File: src/pkg/gpm_defs.svh
// Register offsets, reset values and timing counts of the protection monitor
//
// Functional notes
// - Low frequency below limit while feeding: shutdown
// - High frequency above warning limit: warning
// - High frequency above shutdown limit: shutdown
// - Frequency fault only after frequency fail timer
// - Battery low: warning, lower still: shutdown
// - Battery high: warning, higher still: shutdown
// - Battery fault only after battery fail timer
// - Phase voltage off average: unbalance; zero disables
// - Unbalance action code: none/shutdown/dump/warning
// - Phase current off average: unbalance; zero disables
// - Reverse power beyond warning limit: warning
// - Reverse power beyond dump limit: load dump
// - Reverse power fault only after its timer
// - Phase current above limit while feeding: overcurrent
// - Nominal select picks overcurrent limit one/two/three
// - Overcurrent action zero shutdown, one dump
// - Time multiplier sets overcurrent reaction speed
// - Active power above limit while feeding: dump
// - Overload fault only after overload timer
// - Frequency limits are percent of nominal frequency
`ifndef GPM_DEFS_SVH
`define GPM_DEFS_SVH
// Byte offsets
`define GPM_CTRL 8'h00
`define GPM_NOMFREQ 8'h04
`define GPM_FREQLIM 8'h08
`define GPM_BATLOW 8'h0C
`define GPM_BATHIGH 8'h10
`define GPM_UNBAL 8'h14
`define GPM_REVP 8'h18
`define GPM_OCLIM1 8'h1C
`define GPM_OCLIM2 8'h20
`define GPM_OCLIM3 8'h24
`define GPM_OVL 8'h28
`define GPM_TIMER1 8'h2C
`define GPM_TIMER2 8'h30
`define GPM_OCMULT 8'h34
`define GPM_STATUS 8'h38
`define GPM_LIVE 8'h3C
// Reset values (frequency percent is signed, battery in 0.1 V, timers in 0.1 s ticks)
`define GPM_NOMFREQ_RST 16'h0032
`define GPM_LOWSHUT_RST 8'hEC
`define GPM_HIGHWARN_RST 8'h0F
`define GPM_HIGHSHUT_RST 8'h14
`define GPM_BLW_RST 16'h0078
`define GPM_BLS_RST 16'h005A
`define GPM_BHW_RST 16'h0122
`define GPM_BHS_RST 16'h012C
`define GPM_FRQT_RST 16'h000A
`define GPM_BATT_RST 16'h001E
`define GPM_REVT_RST 16'h0032
`define GPM_OVLT_RST 16'h001E
`define GPM_OCMULT_RST 7'h10
`define GPM_OCMULT_MAX 7'h40
`define GPM_OCDELAY_BASE 7'h41
// Timing: tick period in ms, clock period in ns
`define GPM_TICK_MS 100
`define GPM_CLK_NS 4
`define GPM_TICK_CYCLES (`GPM_TICK_MS * 1000000 / `GPM_CLK_NS)
`endif

File: src/pkg/gpm_pkg.sv
// Types shared by the protection monitor
package gpm_pkg;
  // Unbalance response codes
  typedef enum logic [1:0] {
    ACT_NONE = 2'h0,
    ACT_SHUT = 2'h1,
    ACT_DUMP = 2'h2,
    ACT_WARN = 2'h3
  } action_t;
  // Alarm class triple
  typedef struct packed {
    logic shut;
    logic dump;
    logic warn;
  } alarm_t;
endpackage

File: src/rtl/genset_protection_monitor.sv
// Genset protection monitor with APB register access
`timescale 1ns/1ps
`include "gpm_defs.svh"
module genset_protection_monitor
  import gpm_pkg::*;
#(
  parameter int TICK_CYCLES = `GPM_TICK_CYCLES,
  parameter int NT = 5
) (
  input wire logic ref_clk,
  input wire logic rst,
  input wire logic psel,
  input wire logic penable,
  input wire logic pwrite,
  input wire logic [7:0] paddr,
  input wire logic [31:0] pwdata,
  output logic [31:0] prdata,
  output logic pready,
  output logic pslverr,
  input wire logic feedingLoad,
  input wire logic [15:0] genFreq,
  input wire logic [15:0] battV,
  input wire logic [2:0][15:0] phaseV,
  input wire logic [2:0][15:0] phaseI,
  input wire logic signed [31:0] actPower,
  output logic warnOut,
  output logic dumpOut,
  output logic shutOut,
  output logic engineStop
);

  // ----------------------------------------
  // Configuration and status storage
  // ----------------------------------------
  logic [1:0] nomSel; // 0 primary, 1 secondary, 2 tertiary
  action_t vUnbAct; // Voltage unbalance response
  action_t iUnbAct; // Current unbalance response
  logic ocAct; // Overcurrent response
  logic [15:0] nomFreq; // Nominal frequency in Hz
  logic [7:0] pctLowShut; // Signed percent offsets
  logic [7:0] pctHighWarn;
  logic [7:0] pctHighShut;
  logic [15:0] batLowWarn; // Battery limits in 0.1 V
  logic [15:0] batLowShut;
  logic [15:0] batHighWarn;
  logic [15:0] batHighShut;
  logic [7:0] vUnbLim; // Unbalance limits in percent
  logic [7:0] iUnbLim;
  logic [15:0] revWarnLim; // Reverse power limits in kW
  logic [15:0] revDumpLim;
  logic [15:0] ocLim1; // Overcurrent limits in A
  logic [15:0] ocLim2;
  logic [15:0] ocLim3;
  logic [15:0] ovlLim; // Overload limit in kW
  logic [15:0] frqTime; // Fail timers in ticks
  logic [15:0] batTime;
  logic [15:0] revTime;
  logic [15:0] ovlTime;
  logic [6:0] ocMult; // Overcurrent time multiplier
  logic [12:0] status; // Sticky fault causes

  // ----------------------------------------
  // Helper functions
  // ----------------------------------------
  // Scaled frequency threshold: nominal * 10 * (100 + pct)
  function automatic logic [31:0] freqLimit(input logic [15:0] nom, input logic [7:0] pct);
    logic [9:0] f;
    f = {{2{pct[7]}}, pct} + 10'h064;
    if (f[9]) begin
      f = 10'h000;
    end
    return 32'(nom) * 32'(f) * 32'h0000000A;
  endfunction

  // Any phase farther from the average than lim percent; zero disables
  function automatic logic unbal(input logic [2:0][15:0] ph, input logic [7:0] lim);
    logic [17:0] sum;
    logic [17:0] t;
    logic [17:0] d;
    logic [31:0] rhs;
    logic flag;
    sum = 18'(ph[0]) + 18'(ph[1]) + 18'(ph[2]);
    rhs = 32'(lim) * 32'(sum);
    flag = 1'b0;
    for (int k = 0; k < 3; k++) begin
      t = 18'(ph[k]) * 18'h00003;
      d = (t > sum) ? (t - sum) : (sum - t);
      if ((32'(d) * 32'h00000064) > rhs) begin
        flag = 1'b1;
      end
    end
    return (lim != 8'h00) && flag;
  endfunction

  // Map an unbalance fault onto an alarm class by action code
  function automatic alarm_t actClass(input action_t act, input logic flt);
    alarm_t a;
    a.shut = flt && (act == ACT_SHUT);
    a.dump = flt && (act == ACT_DUMP);
    a.warn = flt && (act == ACT_WARN);
    return a;
  endfunction

  // ----------------------------------------
  // APB decode
  // ----------------------------------------
  logic setupPh; // Setup phase of any transfer
  logic wrEn; // Write takes effect
  logic mapped; // Address hits a register
  assign setupPh = psel && !penable;
  assign wrEn = psel && penable && pwrite && pready;
  assign mapped = (paddr[1:0] == 2'h0) && (paddr <= `GPM_LIVE);

  // Configuration writes
  always_ff @(posedge ref_clk or posedge rst) begin
    if (rst) begin
      nomSel <= 2'h0;
      vUnbAct <= ACT_NONE;
      iUnbAct <= ACT_NONE;
      ocAct <= 1'b0;
      nomFreq <= `GPM_NOMFREQ_RST;
      pctLowShut <= `GPM_LOWSHUT_RST;
      pctHighWarn <= `GPM_HIGHWARN_RST;
      pctHighShut <= `GPM_HIGHSHUT_RST;
      batLowWarn <= `GPM_BLW_RST;
      batLowShut <= `GPM_BLS_RST;
      batHighWarn <= `GPM_BHW_RST;
      batHighShut <= `GPM_BHS_RST;
      vUnbLim <= 8'h00;
      iUnbLim <= 8'h00;
      revWarnLim <= 16'h0000;
      revDumpLim <= 16'h0000;
      ocLim1 <= 16'h0000;
      ocLim2 <= 16'h0000;
      ocLim3 <= 16'h0000;
      ovlLim <= 16'h0000;
      frqTime <= `GPM_FRQT_RST;
      batTime <= `GPM_BATT_RST;
      revTime <= `GPM_REVT_RST;
      ovlTime <= `GPM_OVLT_RST;
      ocMult <= `GPM_OCMULT_RST;
    end else if (wrEn) begin
      case (paddr)
        `GPM_CTRL: begin
          nomSel <= pwdata[1:0];
          vUnbAct <= action_t'(pwdata[5:4]);
          iUnbAct <= action_t'(pwdata[7:6]);
          ocAct <= pwdata[8];
        end
        `GPM_NOMFREQ: nomFreq <= pwdata[15:0];
        `GPM_FREQLIM: begin
          pctLowShut <= pwdata[7:0];
          pctHighWarn <= pwdata[15:8];
          pctHighShut <= pwdata[23:16];
        end
        `GPM_BATLOW: begin
          batLowWarn <= pwdata[15:0];
          batLowShut <= pwdata[31:16];
        end
        `GPM_BATHIGH: begin
          batHighWarn <= pwdata[15:0];
          batHighShut <= pwdata[31:16];
        end
        `GPM_UNBAL: begin
          vUnbLim <= pwdata[7:0];
          iUnbLim <= pwdata[15:8];
        end
        `GPM_REVP: begin
          revWarnLim <= pwdata[15:0];
          revDumpLim <= pwdata[31:16];
        end
        `GPM_OCLIM1: ocLim1 <= pwdata[15:0];
        `GPM_OCLIM2: ocLim2 <= pwdata[15:0];
        `GPM_OCLIM3: ocLim3 <= pwdata[15:0];
        `GPM_OVL: ovlLim <= pwdata[15:0];
        `GPM_TIMER1: begin
          frqTime <= pwdata[15:0];
          batTime <= pwdata[31:16];
        end
        `GPM_TIMER2: begin
          revTime <= pwdata[15:0];
          ovlTime <= pwdata[31:16];
        end
        // Multiplier held inside its legal range
        `GPM_OCMULT: begin
          if (pwdata[6:0] == 7'h00) begin
            ocMult <= 7'h01;
          end else if (pwdata[6:0] > `GPM_OCMULT_MAX) begin
            ocMult <= `GPM_OCMULT_MAX;
          end else begin
            ocMult <= pwdata[6:0];
          end
        end
        default: ;
      endcase
    end
  end

  // ----------------------------------------
  // Slow tick divider
  // ----------------------------------------
  logic [31:0] divCnt; // Cycle counter
  logic tick; // One-cycle pulse per tick
  always_ff @(posedge ref_clk or posedge rst) begin
    if (rst) begin
      divCnt <= 32'h00000000;
      tick <= 1'b0;
    end else if (divCnt >= 32'(TICK_CYCLES - 1)) begin
      divCnt <= 32'h00000000;
      tick <= 1'b1;
    end else begin
      divCnt <= divCnt + 32'h00000001;
      tick <= 1'b0;
    end
  end

  // ----------------------------------------
  // Limit comparisons
  // ----------------------------------------
  logic [31:0] freqScaled; // Frequency in 0.1 Hz times 100
  logic frqLowShutC;
  logic frqHighWarnC;
  logic frqHighShutC;
  logic frqC; // Any frequency limit crossed
  assign freqScaled = 32'(genFreq) * 32'h00000064;
  assign frqLowShutC = feedingLoad && (freqScaled < freqLimit(nomFreq, pctLowShut));
  assign frqHighWarnC = feedingLoad && (freqScaled > freqLimit(nomFreq, pctHighWarn));
  assign frqHighShutC = feedingLoad && (freqScaled > freqLimit(nomFreq, pctHighShut));
  assign frqC = frqLowShutC || frqHighWarnC || frqHighShutC;

  logic batLowWarnC;
  logic batLowShutC;
  logic batHighWarnC;
  logic batHighShutC;
  logic batC; // Any battery limit crossed
  assign batLowWarnC = battV < batLowWarn;
  assign batLowShutC = battV < batLowShut;
  assign batHighWarnC = battV > batHighWarn;
  assign batHighShutC = battV > batHighShut;
  assign batC = batLowWarnC || batLowShutC || batHighWarnC || batHighShutC;

  logic vUnbC;
  logic iUnbC;
  assign vUnbC = unbal(phaseV, vUnbLim);
  assign iUnbC = unbal(phaseI, iUnbLim);

  logic [31:0] revMag; // Magnitude of negative power
  logic revWarnC;
  logic revDumpC;
  logic revC;
  assign revMag = 32'(-actPower);
  // A zero warning limit switches all reverse power checks off
  assign revWarnC = (revWarnLim != 16'h0000) && actPower[31] && (revMag > 32'(revWarnLim));
  assign revDumpC = (revWarnLim != 16'h0000) && actPower[31] && (revMag > 32'(revDumpLim));
  assign revC = revWarnC || revDumpC;

  // Limit chosen by nominal voltage selection
  logic [15:0] ocSel;
  always_comb begin
    case (nomSel)
      2'h1: ocSel = ocLim2;
      2'h2: ocSel = ocLim3;
      default: ocSel = ocLim1;
    endcase
  end

  logic ocC;
  logic [15:0] ocDelay; // Fewer ticks for larger multiplier
  assign ocC = feedingLoad && (ocSel != 16'h0000) &&
    ((phaseI[0] > ocSel) || (phaseI[1] > ocSel) || (phaseI[2] > ocSel));
  assign ocDelay = 16'(`GPM_OCDELAY_BASE - ocMult);

  logic ovlC;
  assign ovlC = feedingLoad && (ovlLim != 16'h0000) && !actPower[31] &&
    (actPower > 32'(ovlLim));

  // ----------------------------------------
  // Fail timers
  // ----------------------------------------
  logic [NT-1:0] cond; // Quantity outside limits
  logic [NT-1:0][15:0] lim; // Qualifying time per timer
  logic [NT-1:0] expired; // Violation held long enough
  assign cond = {ocC, ovlC, revC, batC, frqC};
  assign lim = {ocDelay, ovlTime, revTime, batTime, frqTime};

  for (genvar g = 0; g < NT; g++) begin : g_tmr
    logic [15:0] cnt; // Ticks of uninterrupted violation
    // Count while violated, restart from zero on return
    always_ff @(posedge ref_clk or posedge rst) begin
      if (rst) begin
        cnt <= 16'h0000;
      end else if (!cond[g]) begin
        cnt <= 16'h0000;
      end else if (tick && (cnt != 16'hFFFF)) begin
        cnt <= cnt + 16'h0001;
      end
    end
    assign expired[g] = cond[g] && (cnt >= lim[g]);
  end

  // ----------------------------------------
  // Sticky fault causes
  // ----------------------------------------
  logic [12:0] set; // Fault causes this cycle
  logic [12:0] clr; // Software clear mask
  assign set = {
    expired[3],
    expired[4],
    expired[2] && revDumpC,
    expired[2] && revWarnC,
    iUnbC,
    vUnbC,
    expired[1] && batHighShutC,
    expired[1] && batHighWarnC,
    expired[1] && batLowShutC,
    expired[1] && batLowWarnC,
    expired[0] && frqHighShutC,
    expired[0] && frqHighWarnC,
    expired[0] && frqLowShutC
  };
  assign clr = (wrEn && (paddr == `GPM_STATUS)) ? pwdata[12:0] : 13'h0000;

  // Write one to clear; a new fault wins over the clear
  always_ff @(posedge ref_clk or posedge rst) begin
    if (rst) begin
      status <= 13'h0000;
    end else begin
      status <= (status & ~clr) | set;
    end
  end

  // ----------------------------------------
  // Alarm classes and outputs
  // ----------------------------------------
  alarm_t vCls;
  alarm_t iCls;
  logic next_warn;
  logic next_dump;
  logic next_shut;
  assign vCls = actClass(vUnbAct, status[7]);
  assign iCls = actClass(iUnbAct, status[8]);
  assign next_warn = status[1] || status[3] || status[5] || status[9] ||
    vCls.warn || iCls.warn;
  assign next_dump = status[10] || status[12] || (status[11] && ocAct) ||
    vCls.dump || iCls.dump;
  assign next_shut = status[0] || status[2] || status[4] || status[6] ||
    (status[11] && !ocAct) || vCls.shut || iCls.shut;

  // Registered alarm drive; any shutdown stops the engine
  always_ff @(posedge ref_clk or posedge rst) begin
    if (rst) begin
      warnOut <= 1'b0;
      dumpOut <= 1'b0;
      shutOut <= 1'b0;
      engineStop <= 1'b0;
    end else begin
      warnOut <= next_warn;
      dumpOut <= next_dump;
      shutOut <= next_shut;
      engineStop <= next_shut;
    end
  end

  // ----------------------------------------
  // APB read and answer
  // ----------------------------------------
  logic [31:0] next_rdata;
  always_comb begin
    case (paddr)
      `GPM_CTRL: next_rdata = {23'h0, ocAct, iUnbAct, vUnbAct, 2'h0, nomSel};
      `GPM_NOMFREQ: next_rdata = {16'h0000, nomFreq};
      `GPM_FREQLIM: next_rdata = {8'h00, pctHighShut, pctHighWarn, pctLowShut};
      `GPM_BATLOW: next_rdata = {batLowShut, batLowWarn};
      `GPM_BATHIGH: next_rdata = {batHighShut, batHighWarn};
      `GPM_UNBAL: next_rdata = {16'h0000, iUnbLim, vUnbLim};
      `GPM_REVP: next_rdata = {revDumpLim, revWarnLim};
      `GPM_OCLIM1: next_rdata = {16'h0000, ocLim1};
      `GPM_OCLIM2: next_rdata = {16'h0000, ocLim2};
      `GPM_OCLIM3: next_rdata = {16'h0000, ocLim3};
      `GPM_OVL: next_rdata = {16'h0000, ovlLim};
      `GPM_TIMER1: next_rdata = {batTime, frqTime};
      `GPM_TIMER2: next_rdata = {ovlTime, revTime};
      `GPM_OCMULT: next_rdata = {25'h0, ocMult};
      `GPM_STATUS: next_rdata = {19'h0, status};
      // Live conditions and present alarm drive
      `GPM_LIVE: next_rdata = {21'h0, iUnbC, vUnbC, cond, engineStop, shutOut, dumpOut, warnOut};
      default: next_rdata = 32'h00000000;
    endcase
  end

  // Data and error captured in setup, held through access
  always_ff @(posedge ref_clk or posedge rst) begin
    if (rst) begin
      prdata <= 32'h00000000;
      pslverr <= 1'b0;
      pready <= 1'b0;
    end else begin
      pready <= 1'b1;
      if (setupPh) begin
        prdata <= pwrite ? 32'h00000000 : next_rdata;
        pslverr <= !mapped;
      end
    end
  end

endmodule

File: config.mk
export PLATFORM = sky130hd
export DESIGN_NAME = genset_protection_monitor
export DESIGN_NICKNAME = d
export VERILOG_FILES = /design/src/pkg/gpm_pkg.sv /design/src/rtl/genset_protection_monitor.sv
export VERILOG_INCLUDE_DIRS = /design/src /design/src/pkg
export SDC_FILE = /design/constraint.sdc
export NUM_CORES = 2
export LEC_CHECK = 0
export BUFFER_PORTS_ARGS = -buffer_cell sky130_fd_sc_hd__buf_4
export CORE_MARGIN = 1.5
export CORE_UTILIZATION = 65
export DETAILED_ROUTE_END_ITERATION = 10
export GPL_ROUTABILITY_DRIVEN = 0
export PLACE_DENSITY_LB_ADDON = 0.08
export SLEW_MARGIN = 20
export SYNTH_ARGS = -nofsm -noshare
export SYNTH_HDL_FRONTEND = slang
export SYNTH_SLANG_ARGS = --single-unit
File: constraint.sdc
create_clock -name ref_clk -period 36.8 [get_ports ref_clk]
set_input_delay 1.84 -clock ref_clk [delete_from_list [all_inputs] [get_ports ref_clk]]
set_output_delay 1.84 -clock ref_clk [all_outputs]
set_load 0.05 [all_outputs]
== Yosys cells after proc, flatten, opt, wreduce, memory -nomap -nowiden ==
Index checks and enable logic that the tools add are counted.
Word-level totals
  register bits: 457
  input port bits: 206
Cells by class
  add/subtract/negate cells: 27
  multipliers: 21
  order comparisons: 33
  equal/unequal tests: 33
  mux-type cells: 33
  bitwise gates (word level): 3
  reduce and logical (&&, ||, !) cells: 95
Operator list (number)
  32-bit case mux with 16 select lines: 1
  18-bit subtractor: 12
  16-bit 2-to-1 mux: 10
  25-bit by 26-bit > comparator with 1-bit output: 6
  18-bit by 5-bit multiplier with 23-bit output, second input constant: 6
  18-bit > comparator: 6
  16-bit by 2-bit multiplier with 18-bit output, second input constant: 6
  18-bit 2-to-1 mux: 6
  32-bit by 16-bit > comparator with 1-bit output: 3
  26-bit by 3-bit multiplier with 29-bit output, second input constant: 3
  16-bit by 1-bit adder with 16-bit output, second input constant: 5
  16-bit greater-or-equal comparator: 5
  16-bit > comparator: 5
  16-bit != test, second input constant: 5
  16-bit by 10-bit multiplier with 26-bit output: 3
  8-bit by 6-bit equality test with 1-bit output, second input constant: 8
  32-bit 2-to-1 mux: 2
  23-bit by 30-bit > comparator with 1-bit output: 2
  8-bit by 18-bit multiplier with 26-bit output: 2
  16-bit nonzero test: 3
  1-bit logical AND: 46
  17-bit by 16-bit adder with 18-bit output: 2
  16-bit by 16-bit adder with 17-bit output: 2
  32-bit by 1-bit adder with 32-bit output, second input constant: 1
  other kinds (30): 95

== Longest topological paths before layout ==
  word-level depth: 12
  gate-level depth with buffers: 58
  depth with buffers taken out: 56

== Worst setup path after synthesis ==
Ideal clock, no wire load.
  path kind: input-to-reg
  from: input phaseV[1] (netlist bit)
  to: register prdata[9]
  arrival time: 12.442 ns
  required time: 36.654 ns
  path slack: 24.212 ns
  stages on the path: 53
  path buffers: 1
  cell sequence: inv_1 > fa_1 > inv_1 > ha_1 > fa_1 > a21o_1 > a21oi_1 > o21bai_1 > a21oi_1 > o21bai_1 > a21oi_1 > o21bai_1 > a21oi_1 > o21bai_1 > a211oi_1 > o31ai_1 > xor2_1 > inv_1 > [... 17 more ...] > nand2b_1 > a21boi_0 > o21a_1 > or3_1 > a21o_1 > a31o_2 > a41oi_1 > nor2b_1 > xnor2_1 > ha_1 > nor2b_1 > o21ai_0 > nand2b_1 > a221o_1 > a21oi_1 > a41o_1 > a31o_2 > o311ai_0
On the way
  longest elaborated chain between the ends: 12
  elaborated cells between the ends (all ways): 28
Ends and longest elaborated chain
  start, declared: line genset_protection_monitor.sv:23  | input wire logic [2:0][15:0] phaseV,
  branches (longest 8 deep; another with 25-bit by 26-bit > comparator with 1-bit output)
  1-bit 2-to-1 mux *: line genset_protection_monitor.sv:88  | if ((32'(d) * 32'h00000064) > rhs) begin
  1-bit logical AND *: line genset_protection_monitor.sv:92  | return (lim != 8'h00) && flag;
  32-bit case mux with 16 select lines *: line genset_protection_monitor.sv:369  | case (paddr)
  32-bit 2-to-1 mux *: line genset_protection_monitor.sv:400  | prdata <= pwrite ? 32'h00000000 : next_rdata;
  end signal, assigned: line genset_protection_monitor.sv:400
  end, declared: line genset_protection_monitor.sv:17  | output logic [31:0] prdata,
Every way passes the cells marked *.
A chain may end at the register's enable or synchronous reset.

== Worst setup path in the final report ==
Same ends and word-level chain as after synthesis.

==> insert_results.sql <==
INSERT INTO impl_metrics (metric_group, metric, value, unit) VALUES
('outcome', 'result_of_the_run', 'finished, final reports clean', ''),
('detailed_routing', 'num_vias', '72200', ''),
('clock_tree', 'cts.clk_slew.worst_paths', '0.06', 'ns'),
('logic_synthesis', 'netlist-cell-type-count', '104', ''),
('final_layout', 'largest_registers', 'g_tmr.cnt x80, divCnt x32, prdata x32', ''),
('final_layout', 'areaGrowthSynthToFinish', '6.51', '%'),
('floorplanning', 'fp.dieArea', '0.132', 'sq mm'),
('min_path', 'min_path_type', 'flip-flop to flip-flop', ''),
('clock_tree', 'numClockSinks', '457', ''),
('floorplanning', 'ios', '244', ''),
('critical_path', 'worst_r2r_endpoint', 'prdata[4]', ''),
('logic_synthesis', 'synth.yosys.seq_area_share', '13.7', '%'),
('clock_tree', 'clk_path_buf_depth', '3', ''),
('min_path', 'min_path_cells', '1', ''),
('place', 'dp_cells', '11500', ''),
('clock_tree', 'numCtsBuffers', '49', ''),
('logic_synthesis', 'synth-edff-count', '0', ''),
('floorplanning', 'fp-row-count', '131', ''),
('clock_tree', 'tritoncts', 'built', ''),
('timing', 'clock.fmax', '69.9', 'MHz'),
('timing', 'timing_hold_violations_final', '0', ''),
('timing', 'worstMarginPinSlew', '1.26', 'ns'),
('logic_synthesis', 'post-synth-top-area-fraction', '23.7', '%'),
('grt', 'largest_net_degree_at_the_start_of_global_routing', '92', ''),
('logic_synthesis', 'synth_top_cell_by_area', 'ha_1', ''),
('grt', 'global_route.overflow_total', '0', ''),
('logic_synthesis', 'synthesis.instances', '9726', ''),
('logic_synthesis', 'synth_area', '0.0841', 'sq mm'),
('final_layout', 'number_of_flip_flops_in_the_largest_register', '80', ''),
('critical_path', 'setup.worst_path.start_class', 'input pin', ''),
('logic_synthesis', 'proportion_of_register_bits_with_asynchronous_set_or_reset_after_synthesis', '100', '%'),
('clock_tree', 'cts_hold_buf', '0', ''),
('clock_tree', 'cts_htree_levels', '2', ''),
('place', 'input_output_buffers', '243', ''),
('timing', 'setup_violations', '0', ''),
('logic_synthesis', 'postSynthAreaPerCell', '8.65', 'sq um'),
('clock_tree', 'cts-root-buf', 'clkbuf_16', ''),
('timing', 'timing.setup.tns', '0', 'ns'),
('final_layout', 'fraction_of_final_layout_cells_sized_beyond_drive_strength_1', '8.85', '%'),
('final_layout', 'register_with_the_most_flip_flops', 'g_tmr.cnt', ''),
('detailed_routing', 'drc', '0', ''),
('timing', 'min_period', '14.30', 'ns'),
('job', 'timing.max_cap.violations', '0', ''),
('critical_path', 'rr_startpoint', 'pctHighWarn[2]', ''),
('timing', 'rsz0062_at_grt', 'false', ''),
('final_layout', 'num-nets-final', '12200', ''),
('place', 'detailed_place_hpwl', '202000', 'microns'),
('logic_synthesis', 'synthFlopType', 'dfrtp_1', ''),
('critical_path', 'end_kind', 'flip-flop', ''),
('critical_path', 'crit_slowest_cell', 'xor2_1', ''),
('timing', 'finalCritPeriodShare', '38.9', '%'),
('floorplanning', 'fp.coreArea', '0.128', 'sq mm'),
('final_layout', 'layout.cells.non_filler', '11600', ''),
('floorplanning', 'die_w', '363', 'microns'),
('critical_path', 'cpPeakStageDelay', '0.80', 'ns'),
('detailed_routing', 'avgRoutedWirePerCell', '21.7', 'microns'),
('floorplanning', 'floorplan.initialDensity', '65.7', '%'),
('floorplanning', 'floorplan.die.height', '363', 'microns'),
('logic_synthesis', 'ys_ff_latch', '457', ''),
('grt', 'number_of_antenna_violations_at_the_first_check_in_global_routing', '5', ''),
('critical_path', 'timing_worst_setup_path_type', 'input pin to flip-flop', ''),
('detailed_routing', 'drt_pre_antenna_iters', '8', ''),
('timing', 'slew_headroom', '15.1', '%'),
('grt', 'gr-usage-all-layers', '37.8', '%'),
('detailed_routing', 'drt-vias-per-instance', '6.22', ''),
('critical_path', 'required_time_of_the_critical_path', '37.24', 'ns'),
('grt', 'grt_first_pass_wirelength', '390000', 'microns'),
('timing', 'final_slew_viol_count', '0', ''),
('critical_path', 'crit_arrival', '14.74', 'ns'),
('timing', 'skew', '0.0222', 'ns'),
('detailed_routing', 'drt_iter0_markers', '6822', '');
[cell usage after synthesis (18+ instances only)]
| library cell | count |
|---|---|
| a31oi_1 | 38 |
| and2_1 | 180 |
| a211oi_1 | 33 |
| dfrtp_1 | 414 |
| o211ai_1 | 31 |
| or3_1 | 32 |
| xnor2_1 | 419 |
| nand2b_1 | 102 |
| nor2_1 | 517 |
| or2_2 | 19 |
| mux2i_1 | 63 |
| o31ai_1 | 21 |
| nor4_1 | 34 |
| a21boi_0 | 46 |
| inv_1 | 1524 |
| nand2_1 | 701 |
| dfstp_2 | 43 |
| clkbuf_1 | 221 |
| o21bai_1 | 111 |
| o21a_1 | 98 |
| a21oi_1 | 559 |
| and3_1 | 96 |
| a22oi_1 | 89 |
| nor3_1 | 100 |
| nand3_1 | 134 |
| fa_1 | 585 |
| nor2b_1 | 206 |
| ha_1 | 1591 |
| a21o_1 | 314 |
| xor2_1 | 228 |
| o21ai_0 | 315 |
| buf_1 | 22 |
| nand4_1 | 105 |
| a22o_1 | 39 |
| a221oi_1 | 47 |
| a211o_1 | 18 |
| mux2_2 | 313 |
[through the flow]
stage          util, %  instance area, sq um  hold slack (ns)  setup slack, ns
2_1_floorplan        -                 84100            0.446            22.29
3_3_place_gp      68.6                 87900            0.468            22.59
3_5_place_dp      68.6                 87900            0.472            22.15
4_1_cts           70.0                 89600            0.489            22.75
5_1_grt           70.0                 89600            0.506            21.66
6_report          70.0                 89600            0.489            22.50
[kinds of logic after synthesis]
kind of cell             count (synthesis)  synth area share (%)
multiplexers                           377                  4.96
buffers and inverters                 1793                  8.10
other                                    2               0.00893
adder cells (fa/ha/maj)               2185                  37.7
AO/OA/AOI/OAI                         1968                  15.5
AND/OR/NAND/NOR                       2292                  13.2
flip-flops                             457                  13.7
XOR/XNOR                               652                  6.85
[per-layer routing]
| metal | GRT usage (%) | up-vias | share of wire, % |
|---|---|---|---|
| li1 | - | 33200 | - |
| met1 | 50.2 | 34900 | 41 |
| met2 | 59.2 | 3359 | 44 |
| met3 | 7.88 | 741 | 10 |
| met4 | 16.9 | 4 | 5.3 |
| met5 | 0 | - | 0.010 |
[area by class of cell]
cell class	instances	area, sq um
Multi-Input combinational cell	7482	66000
Fill cell	10300	38400
Sequential cell	457	11500
Inverter	1524	5730
Timing Repair Buffer	335	2540
Tap cell	1729	2160
Clock buffer	69	1450
Clock inverter	22	248
Antenna cell	3	7.51
[worst max-delay path, delay by kind of cell]
family | cells | cell delay [ns]
AOI/OAI and AO/OA | 26 | 5.21
adders and majority gates | 9 | 3.28
and+or+nand+nor | 9 | 2.02
xor gates and xnor gates | 4 | 1.33
buffers and inverters | 4 | 0.68
muxes | 1 | 0.37
[worst min path at each step]
stage,from,endpoint,slack [ns]
2_1_floorplan,divCnt[0],divCnt[0],0.45
6_report,prdata[28],prdata[28],0.49
3_3_place_gp,prdata[26],prdata[26],0.47
3_5_place_dp,prdata[28],prdata[28],0.47
5_1_grt,prdata[25],prdata[25],0.51
4_1_cts,prdata[28],prdata[28],0.49
[layout by cell type, fill, tap and decap left out, types with 98 or more instances in the layout]
cell and n:
a21o_1 314, a21oi_1 558, and2_1 180, buf_4 333, dfrtp_1 414, fa_1 585, ha_1 1591, inv_1 1523
mux2_2 313, nand2_1 700, nand2b_1 102, nand3_1 134, nand4_1 105, nor2_1 511, nor2b_1 205, nor3_1 99
o21a_1 98, o21ai_0 315, o21bai_1 111, xnor2_1 412, xor2_1 225
Power is not shown: default switching activity piles up to over one toggle a cycle in this logic, so the estimate is an artifact.
